$ cat src/include/peak_hold_pkg.sv
/*
 Constants, offsets and the magnitude function shared by the peak hold
 and event status register slice.
 Assumes one processing clock; all inputs come from logic on that clock.
*/
package peak_hold_pkg;
   // register indices on the register port
   localparam logic [15:0] ADDR_PEAK_CURRENT = 16'h0400;
   localparam logic [15:0] ADDR_PEAK_VOLTAGE = 16'h0401;
   localparam logic [15:0] ADDR_EVENT_STATUS = 16'h0402;
   localparam logic [15:0] ADDR_PHASE_C_REGION = 16'h025d;

   // field layout
   localparam int VALUE_W = 24;
   localparam int PHASE_N = 3;
   localparam int PHASE_LSB = 24;
   localparam int SAMPLE_W = 29;
   localparam int PEAK_SHIFT = 5;
   localparam int TRIG_W = 11;
   localparam int MISMATCH_BIT = 24;
   localparam int BUF_FULL_BIT = 23;
   localparam int TRIG_BIT = 22;

   // reset and special values
   localparam logic [3:0] REGION_DISABLED = 4'hf;
   localparam logic [3:0] REGION_LAST = 4'h4;
   localparam logic [VALUE_W-1:0] PEAK_VALUE_RESET = 24'h000000;
   localparam logic [PHASE_N-1:0] PEAK_PHASE_RESET = 3'h0;
   localparam logic STATUS_RESET = 1'b0;
   localparam logic CAPTURE_RESAMPLED = 1'b0;

   // absolute value scaled down by two to the fifth
   function automatic logic [VALUE_W-1:0] peak_magnitude(
      input logic signed [SAMPLE_W-1:0] s);
      logic [SAMPLE_W-1:0] mag;
      mag = s[SAMPLE_W-1] ? (~s + 1'b1) : s;
      return mag[SAMPLE_W-1:PEAK_SHIFT];
   endfunction
endpackage

$ cat src/include/peak_if.sv
/*
 Interface joining the register slice to one peak tracker.
 Assumes both ends share the processing clock.
*/
interface peak_if;
   import peak_hold_pkg::*;
   logic signed [SAMPLE_W-1:0] sample [PHASE_N];
   logic sample_valid;
   logic [PHASE_N-1:0] select;
   logic clear;
   logic [VALUE_W-1:0] value;
   logic [PHASE_N-1:0] phase;

   modport core (output sample, output sample_valid, output select, output clear,
      input value, input phase);
   modport tracker (input sample, input sample_valid, input select, input clear,
      output value, output phase);
endinterface

$ cat src/hdl/peak_tracker.sv
/*
 Holds the largest scaled magnitude seen on the selected phases and the
 phases that produced it.
 Assumes samples, select and clear arrive on clk from the register slice.
*/
module peak_tracker
   import peak_hold_pkg::*;
(
   // clock and reset
   input wire logic clk,
   input wire logic nrst,
   input wire logic ce,
   // link to register slice
   peak_if.tracker p
);
   logic [VALUE_W-1:0] mag [PHASE_N];
   logic [VALUE_W-1:0] max_mag;
   logic [PHASE_N-1:0] hit;
   logic [VALUE_W-1:0] value;
   logic [PHASE_N-1:0] phase;
   wire load = p.sample_valid && (p.clear || max_mag > value);
   wire tie = p.sample_valid && !p.clear && max_mag == value && max_mag != '0;

   always_comb begin
      max_mag = '0;
      for (int i = 0; i < PHASE_N; i++) begin
         mag[i] = p.select[i] ? peak_magnitude(p.sample[i]) : '0;
         if (mag[i] > max_mag) begin
            max_mag = mag[i];
         end
      end
      for (int i = 0; i < PHASE_N; i++) begin
         hit[i] = p.select[i] && mag[i] == max_mag && max_mag != '0;
      end
   end

   // a clear with a sample restarts from that sample, so no peak is lost
   always_ff @(posedge clk or negedge nrst) begin
      if (!nrst) begin
         value <= PEAK_VALUE_RESET;
         phase <= PEAK_PHASE_RESET;
      end else if (ce) begin
         if (load) begin
            value <= max_mag;
            phase <= hit;
         end else if (p.clear) begin
            value <= PEAK_VALUE_RESET;
            phase <= PEAK_PHASE_RESET;
         end else if (tie) begin
            phase <= phase | hit;
         end
      end
   end

   assign p.value = value;
   assign p.phase = phase;
endmodule // peak_tracker

$ cat src/hdl/peak_hold_and_status_regs.sv
/*
 Register slice: phase C calibration region, peak current and voltage
 capture with source phase flags, and the upper event bits of the first
 status register, all on a simple indexed register port.
 Assumes all inputs are produced on clk by the metering core and that the
 serial port front end turns host frames into single-cycle strobes.
*/
// Behaviour
// - report active phase C calibration set 0..4
// - region reads 1111 when compensation off
// - hold 24-bit absolute peak current
// - peak equals full-rate sample over 32
// - three flags name phase of current peak
// - hold 24-bit absolute peak voltage over 32
// - bit 24 sets on sum/threshold relation change
// - bit 23 sets on resampled buffer full
// - bit 22 sets on enabled trigger event
module peak_hold_and_status_regs
   import peak_hold_pkg::*;
(
   // clock, reset, enable
   input wire logic clk,
   input wire logic nrst,
   input wire logic ce,
   // register port
   input wire logic [15:0] reg_addr,
   input wire logic reg_rd,
   input wire logic reg_wr,
   input wire logic [31:0] reg_wdata,
   output logic [31:0] reg_rdata,
   // multipoint compensation
   input wire logic multipoint_comp_enable,
   input wire logic [3:0] active_region,
   // peak sources
   input wire logic signed [SAMPLE_W-1:0] fullrate_current_sample [PHASE_N],
   input wire logic signed [SAMPLE_W-1:0] fullrate_voltage_sample [PHASE_N],
   input wire logic sample_valid,
   input wire logic [2:0] peak_channel_select,
   // status event sources
   input wire logic [VALUE_W-1:0] current_sum_rms,
   input wire logic [VALUE_W-1:0] current_sum_threshold,
   input wire logic wave_buffer_full,
   input wire logic capture_source_select,
   input wire logic [TRIG_W-1:0] wave_trigger_events,
   input wire logic [TRIG_W-1:0] wave_trigger_config,
   // direct views
   output logic [3:0] phase_c_region_index,
   output logic current_sum_mismatch_flag,
   output logic resampled_buffer_full_flag,
   output logic wave_trigger_event_flag
);
   peak_if cur_if ();
   peak_if volt_if ();

   // address decode
   wire sel_cur = reg_addr == ADDR_PEAK_CURRENT;
   wire sel_volt = reg_addr == ADDR_PEAK_VOLTAGE;
   wire sel_stat = reg_addr == ADDR_EVENT_STATUS;
   wire sel_region = reg_addr == ADDR_PHASE_C_REGION;
   wire stat_wr = ce && reg_wr && sel_stat;

   // region: out-of-range index from the core is shown as disabled
   wire region_ok = active_region <= REGION_LAST;
   wire [3:0] next_region = (multipoint_comp_enable && region_ok) ? active_region
      : REGION_DISABLED;

   always_ff @(posedge clk or negedge nrst) begin
      if (!nrst) begin
         phase_c_region_index <= REGION_DISABLED;
      end else if (ce) begin
         phase_c_region_index <= next_region;
      end
   end

   // peak capture; a read of a peak register restarts its hold
   assign cur_if.sample = fullrate_current_sample;
   assign cur_if.sample_valid = sample_valid;
   assign cur_if.select = peak_channel_select;
   assign cur_if.clear = reg_rd && sel_cur;
   assign volt_if.sample = fullrate_voltage_sample;
   assign volt_if.sample_valid = sample_valid;
   assign volt_if.select = peak_channel_select;
   assign volt_if.clear = reg_rd && sel_volt;

   peak_tracker cur_peak (
      .clk(clk),
      .nrst(nrst),
      .ce(ce),
      .p(cur_if.tracker)
   );

   peak_tracker volt_peak (
      .clk(clk),
      .nrst(nrst),
      .ce(ce),
      .p(volt_if.tracker)
   );

   // events; comparison is kept to see its changes
   logic sum_above;
   wire next_sum_above = current_sum_rms > current_sum_threshold;
   wire set_mismatch = next_sum_above != sum_above;
   wire set_full = wave_buffer_full && capture_source_select == CAPTURE_RESAMPLED;
   wire set_trig = |(wave_trigger_events & wave_trigger_config);
   wire clr_mismatch = stat_wr && reg_wdata[MISMATCH_BIT];
   wire clr_full = stat_wr && reg_wdata[BUF_FULL_BIT];
   wire clr_trig = stat_wr && reg_wdata[TRIG_BIT];

   // set wins over a clear in the same cycle
   wire next_mismatch = set_mismatch || (current_sum_mismatch_flag && !clr_mismatch);
   wire next_full = set_full || (resampled_buffer_full_flag && !clr_full);
   wire next_trig = set_trig || (wave_trigger_event_flag && !clr_trig);

   always_ff @(posedge clk or negedge nrst) begin
      if (!nrst) begin
         sum_above <= 1'b0;
         current_sum_mismatch_flag <= STATUS_RESET;
         resampled_buffer_full_flag <= STATUS_RESET;
         wave_trigger_event_flag <= STATUS_RESET;
      end else if (ce) begin
         sum_above <= next_sum_above;
         current_sum_mismatch_flag <= next_mismatch;
         resampled_buffer_full_flag <= next_full;
         wave_trigger_event_flag <= next_trig;
      end
   end

   // read mux; unmapped and reserved bits read zero
   logic [31:0] status_word;
   logic [31:0] read_word;
   always_comb begin
      status_word = '0;
      status_word[MISMATCH_BIT] = current_sum_mismatch_flag;
      status_word[BUF_FULL_BIT] = resampled_buffer_full_flag;
      status_word[TRIG_BIT] = wave_trigger_event_flag;
      read_word = '0;
      if (sel_cur) begin
         read_word[PHASE_LSB +: PHASE_N] = cur_if.phase;
         read_word[VALUE_W-1:0] = cur_if.value;
      end else if (sel_volt) begin
         read_word[PHASE_LSB +: PHASE_N] = volt_if.phase;
         read_word[VALUE_W-1:0] = volt_if.value;
      end else if (sel_stat) begin
         read_word = status_word;
      end else if (sel_region) begin
         read_word[3:0] = phase_c_region_index;
      end
   end

   always_ff @(posedge clk or negedge nrst) begin
      if (!nrst) begin
         reg_rdata <= '0;
      end else if (ce && reg_rd) begin
         reg_rdata <= read_word;
      end
   end
endmodule // peak_hold_and_status_regs

$ cat config.mk
export PLATFORM = sky130hd
export DESIGN_NAME = peak_hold_and_status_regs
export DESIGN_NICKNAME = d
export VERILOG_FILES = /design/src/include/peak_hold_pkg.sv /design/src/include/peak_if.sv /design/src/hdl/peak_tracker.sv /design/src/hdl/peak_hold_and_status_regs.sv
export SDC_FILE = /design/constraint.sdc
export NUM_CORES = 1
export LEC_CHECK = 0
export BUFFER_PORTS_ARGS = -buffer_cell sky130_fd_sc_hd__buf_4
export CAP_MARGIN = 30
export CELL_PAD_IN_SITES_DETAIL_PLACEMENT = 1
export CELL_PAD_IN_SITES_GLOBAL_PLACEMENT = 2
export CORE_MARGIN = 2
export CORE_UTILIZATION = 32
export CTS_BUF_LIST = sky130_fd_sc_hd__clkbuf_2
export CTS_CLUSTER_DIAMETER = 40
export DETAILED_ROUTE_END_ITERATION = 10
export PLACE_DENSITY_LB_ADDON = 0.25
export SYNTH_ARGS = -nofsm -noshare
export SYNTH_HDL_FRONTEND = slang
export SYNTH_SLANG_ARGS = --single-unit
$ cat constraint.sdc
create_clock -name clk -period 3.6 [get_ports clk]
set_input_delay 0.36 -clock clk [delete_from_list [all_inputs] [get_ports clk]]
set_output_delay 0.36 -clock clk [all_outputs]
set_load 0.02 [all_outputs]
Yosys cells after proc, flatten, opt, wreduce, memory -nomap -nowiden --
Cells that the tools add are included.
Storage, ports and cells: register bits 94, output and inout port bits 39
Operators by class: reductions and logical operators 54, magnitude comparators 10, bitwise gates (word level) 10, add/subtract/negate cells 6, multiplexer cells 35, equality and inequality tests 13
Operator list (count):
- 24-bit two-way mux | 16
- 24-bit == test | 8
- 29-bit by 1-bit adder with 29-bit output, second input constant | 6
- 29-bit two-way mux | 6
- 29-bit NOT | 6
- 24-bit greater-than comparator | 7
- 27-bit two-way mux | 2
- 16-bit by 11-bit == test with 1-bit output, second input constant | 3
- 24-bit by 1-bit greater-than comparator with 1-bit output, second input constant | 2
- 24-bit nonzero test | 2
- 1-bit logical AND | 33
- 21-bit two-way mux | 1
- 3-bit two-way mux | 6
- 16-bit by 10-bit == test with 1-bit output, second input constant | 1
- 4-bit two-way mux | 3
- 11-bit bitwise AND | 1
- 11-bit OR reduction | 1
- 2-bit AND reduction | 4
- 3-bit OR | 2
- 3-bit nonzero test | 2
- 1-bit zero test | 5
- 1-bit logical OR | 5
- 5-bit two-way mux | 1
- 4-bit by 3-bit less-or-equal comparator with 1-bit output, second input constant | 1
- other kinds (3) | 4

Logic depth before layout (Yosys ltp) --
depth in word-level cells 17, mapped depth 44, gate-level depth less buffers 36

By module --
Synthesis repeated with hierarchy kept, for this count alone.
Second synthesis, totals: cells, all modules 2237, area, all modules 16744.8 um^2
By module, submodules not included:
- peak_tracker (cur_peak) | area an instance 7129.3 um^2, seq. area each 675.6 um^2, cells an instance 988, times used 1
- peak_tracker (volt_peak) | area an instance 6935.4 um^2, seq. area each 675.6 um^2, cells an instance 970, times used 1
- peak_hold_and_status_regs | area an instance 2680.1 um^2, seq. area each 880.8 um^2, cells an instance 279, times used 1

Least setup slack after synthesis --
Ideal clock, no wire load.
kind input -> register, start point input fullrate_current_sample[63] (netlist name), end point register cur_peak.value[8] (netlist: cur_peak.p.value[8]), path buffers 8, slack -6.296 ns, data required time 3.533 ns, setup time 0.067 ns, stages 38, arrival 9.829 ns, cells stage by stage or4_4 buf_6 or4b_4 buf_6 or3_4 o21ai_2 mux2i_2 inv_1 ha_1 a21oi_1 nand2_1 a221oi_1 o21ai_0 o21ai_1 clkbuf_1 clkbuf_1 a21oi_1 ha_1 [... 2 more ...] o32ai_1 a2111o_1 nand2_1 clkbuf_1 clkbuf_1 clkbuf_1 a21oi_1 ha_1 nand4_1 nor2_1 nand3_1 or3_1 or3_1 a21oi_1 nor3_1 a21oi_1 clkbuf_1 a22o_1
On the way: longest elaborated chain between the ends 15, elaborated cells on any way between the ends 16, classes of those cells 1 x add/sub; 4 x order compare; 6 x mux; 1 x bitwise; 4 x reduce/logical
RTL lines:
- start, declared | RTL line peak_hold_and_status_regs.sv:35 | input wire logic signed [SAMPLE_W-1:0] fullrate_current_sample [PHASE_N],
- 29-bit NOT | RTL line peak_hold_pkg.sv:36 | mag = s[SAMPLE_W-1] ? (~s + 1'b1) : s;
- 29-bit by 1-bit adder with 29-bit output | RTL line peak_hold_pkg.sv:36
- 29-bit two-way mux * | RTL line peak_hold_pkg.sv:36
- 24-bit two-way mux * | RTL line peak_tracker.sv:27 | mag[i] = p.select[i] ? peak_magnitude(p.sample[i]) : '0;
- 24-bit by 1-bit greater-than comparator with 1-bit output | RTL line peak_tracker.sv:28 | if (mag[i] > max_mag) begin
- 24-bit two-way mux * | RTL line peak_tracker.sv:28
- 24-bit greater-than comparator | RTL line peak_tracker.sv:28
- 24-bit two-way mux * | RTL line peak_tracker.sv:28
- 24-bit greater-than comparator | RTL line peak_tracker.sv:28
- 24-bit two-way mux * | RTL line peak_tracker.sv:28
- 24-bit greater-than comparator | RTL line peak_tracker.sv:21 | wire load = p.sample_valid && (p.clear || max_mag > value);
- 1-bit logical OR | RTL line peak_tracker.sv:21
- 1-bit logical AND | RTL line peak_tracker.sv:21
- 2-bit nonzero test (no source line)
- 2-bit AND reduction (no source line)
- end signal, assigned | RTL line peak_tracker.sv:44 | value <= max_mag;
- end, declared | RTL line peak_tracker.sv:19 | logic [VALUE_W-1:0] value;
Every way passes the cells marked *; elsewhere a longest branch is shown, timed or not. A chain may end at the register's enable or synchronous reset.

Worst setup path in the final report --
start point input fullrate_voltage_sample[72] (netlist name), end point register volt_peak.phase[0] (netlist: volt_peak.p.phase[0])
On the way: longest elaborated chain between the ends 17, elaborated cells on any way between the ends 26, classes of those cells 1 x add/sub; 4 x order compare; 2 x eq/ne; 8 x mux; 2 x bitwise; 9 x reduce/logical
RTL lines:
- start, declared | RTL line peak_hold_and_status_regs.sv:36 | input wire logic signed [SAMPLE_W-1:0] fullrate_voltage_sample [PHASE_N],
- 29-bit NOT | RTL line peak_hold_pkg.sv:36
- 29-bit by 1-bit adder with 29-bit output | RTL line peak_hold_pkg.sv:36
- 29-bit two-way mux * | RTL line peak_hold_pkg.sv:36
- 24-bit two-way mux * | RTL line peak_tracker.sv:27
- branches (longest 13 deep; another with 24-bit by 1-bit greater-than comparator with 1-bit output)
- end signal, assigned | RTL line peak_tracker.sv:45 | phase <= hit;
- end signal, assigned | RTL line peak_tracker.sv:50 | phase <= phase | hit;
- end, declared | RTL line peak_tracker.sv:20 | logic [PHASE_N-1:0] phase;
Every way passes the cells marked *. The select of a mux whose other input is x is not followed.

==> flow_summary.yaml <==
logic_synthesis:
  ys_async_sr_fraction: 1.000
  synth_cell_types: 93
  synth_area_mm2: 0.01661
  synth.top_cells.by_count: "nor2_1, inv_1, ha_1, nand2_1, xnor2_1"
  yosysSeqAreaShare: 0.1344
  ys_ff_latch: 89
  synth_warnings: 0
  netlist.area_leader.share: 0.1281
  avgSynthCellArea_um2: 7.316
  syn_inst: 2270
  post-synth-top-count-cell: "nor2_1"
  synthFlopType: "dfrtp_1"
  synthTopCellsByArea: "dfrtp_1, ha_1, xnor2_1"
  synth-edff-count: 0
  yosys.area.top_type: "dfrtp_1"
worst_setup_path:
  crit_path_end_kind: "flip-flop"
  critPathLaunchType: "input port"
  cp_slowest_stage_delay_ps: 550
  critPathArrivalTime_ps: 8470
  r2r_cells: 16
  crit_type: "in2reg"
  crit_fanout: 5
  crit_path_top_delay_cell: "or4_4"
  crit_top_cell: "buf_4"
  required_ps: 4160
global_routing:
  gr-total-overflow: 0
  grt_usage: 0.3530
  grt_pass1_wl_um: 145700
  grt_pass1_vias: 24380
  antenna_found_initial: 4
  grt_max_degree: 77
floorplanning:
  core_mm2: 0.05130
  die_y_um: 231.8
  io_pins: 347
  row_count: 83
  initial_core_util: 0.3237
  dieArea_mm2: 0.05374
  die_x_um: 231.8
cts:
  htreeDepth: 3
  clkSinkCount: 89
  cts_tree: "done"
  clock_latency_ps: 600
  cts-root-buf: "clkbuf_2"
  path_clk_slew_ps: 250
  cts_buffers: 9
  clockBufferDepth: 2
finish:
  layout-drive-gt1-share: 0.4234
  area_growth_pct: 66.80
  multiInputGateArea_mm2: 0.01436
  fill_cells: 6410
  fin_nets: 3847
  regArea_mm2: 0.002232
  utilization: 0.5400
placement:
  port_buffers: 312
  place_congestion: 0.9961
  dpl_worst_slack_ps: -5131
  hpwl_um: 81240
power:
  combPwrFrac: 0.784
  leakage_nw: 13.10
  power_frac_seq: 0.160
  peakVddDrop_v: 0.0001700
  cellPowerDensity_mw_per_mm2: 373.5
  power.clock.fraction: 0.057
  p_int_w: 0.005439
  switching_share: 0.4744
  p_switching_w: 0.004909
routing:
  vias: 23190
  firstDrtPassIters: 5
  ant_nets: 0
  wl_per_cell_um: 24.43
  wl_um: 99110
  first_iter_violations: 1884
  vias_per_cell: 5.718
  drc_errors: 0
timing:
  hold_violations: 0
  tightest_slew_ps: 667.8
  setup_ws_ps: -4314
  fmax_mhz: 126.4
  setup_violations: 54
  rsz0062_at_grt: "yes"
  max_slew_margin: 0.5507
  worst_clock_skew_ps: 41.29
  min_period_ps: 7914
  min_period_over_period: 2.198
  slew_violations: 0
min_path:
  hold_depth: 3
  hold_path_class: "in2reg"
job:
  drv_cap: 0
run_status:
  status: "finished with violations"
  violations: "negative setup slack"
[path summary, 6_finish.rpt]
path,start,to,slack [ps]
setup / recovery,fullrate_voltage_sample[72],volt_peak.p.phase[0]$_DFFE_PN0P_,-4310
min in group asynchronous,nrst,cur_peak.p.value[6]$_DFFE_PN0P_,80
hold / removal,wave_buffer_full,resampled_buffer_full_flag$_DFFE_PN0P_,6
setup reg to reg,volt_peak.p.value[9]$_DFFE_PN0P_,volt_peak.p.value[8]$_DFFE_PN0P_,560
hold reg to reg,reg_rdata[24]$_DFFE_PN0P_,reg_rdata[24]$_DFFE_PN0P_,520
max in group asynchronous,nrst,cur_peak.p.value[12]$_DFFE_PN0P_,2780
[per-layer routing]
layer  vias to the layer above  share of wire  GRT usage  wire [µm]
met4                         4          0.040     0.1344       4002
met2                       932           0.46     0.5888      45260
met3                       210          0.069    0.04580       6884
met5                         -        0.00023          0         23
li1                      10600              -          -          -
met1                     11450           0.43     0.4616      42930
[registers in the layout (all words and copies together), names as in the netlist]
register                    count
cur_peak.p.phase                3
wave_trigger_event_flag         1
phase_c_region_index            4
reg_rdata                      27
sum_above                       1
cur_peak.p.value               24
resampled_buffer_full_flag      1
current_sum_mismatch_flag       1
volt_peak.p.value              24
volt_peak.p.phase               3
[cell families (layout without fill, tap and decap cells)]
logic type	after synthesis	count (layout)	share of synthesized area
XOR/XNOR	196	196	0.1034
AO/OA/AOI/OAI	629	630	0.2687
buffers and inverters	300	1400	0.07051
AND/OR/NAND/NOR	808	808	0.2457
adder cells (fa/ha/maj)	168	168	0.1266
other	1	6	0.0002258
multiplexers	79	79	0.05047
flip-flops	89	89	0.1344
[cells in the final DEF, fill, tap and decap left out, drive strengths merged, types with 12 or more instances in the layout]
cell,n
o22ai,19
nand3,49
dfrtp,85
nor2b,20
mux2,12
a2111oi,16
xnor2,133
nor3,51
o41ai,34
xor2,63
nand2,171
a22o,59
a21oi,125
or3,38
nand2b,42
and2,31
a22oi,14
a21o,25
ha,168
mux2i,67
or4,30
a221oi,33
o21ai,101
o21a,21
a211oi,16
nand4,53
nor4,40
buf,1193
o31ai,44
inv,182
nor2,232
a31oi,33
[per-stage QoR]
step	power (W)	setup TNS, ps	hold slack (ps)	instance area (µm²)	std cells
after detailed placement	0.008557	-268150	480.6	25490	3925
after global placement	0.008295	-251460	467.8	25490	3925
after floorplan	0.005114	-233230	64.41	17080	2274
after CTS	0.009902	-211130	0.2305	27170	4035
after global routing	0.01095	-233240	10.32	27700	4056
final	0.01035	-222190	6.164	27700	4056
[power by group through the flow]
| stage | clock network (W) | logic (W) | registers (W) |
|---|---|---|---|
| after floorplan | 0 | 0.00364 | 0.00147 |
| after CTS | 0.000585 | 0.00769 | 0.00163 |
| after global placement | 0 | 0.00665 | 0.00164 |
| final | 0.000586 | 0.00811 | 0.00165 |
| after detailed placement | 0 | 0.00691 | 0.00165 |
| after global routing | 0.000632 | 0.00866 | 0.00166 |
[area by class of cell]
type,instances,area share
Inverter,186,0.02529
Clock inverter,6,0.003342
Timing Repair Buffer,1199,0.3402
Sequential cell,89,0.08057
Multi-Input combinational cell,1886,0.5182
Clock buffer,9,0.001626
Antenna cell,1,0.00009033
Tap cell,680,0.03071
[critical path, delay by kind of cell]
kind                   cells  cell delay, ps
buffers and inverters     47            6120
and+or+nand+nor            3             990
muxes                      1             260
AOI/OAI and AO/OA          4             750
[what timing repair did]
action | 4_1_cts | 5_1_grt
setup endpoints to repair | 54 | 54
pin swaps | 67 | 57
endpoints found under the hold margin | 72 | 2
cloned | 5 | 1
gates resized for setup | 138 | 67
buffers inserted | 88 | 15
hold buffers | 2 | 2
No activity file was read; power rests on OpenSTA's default activity.
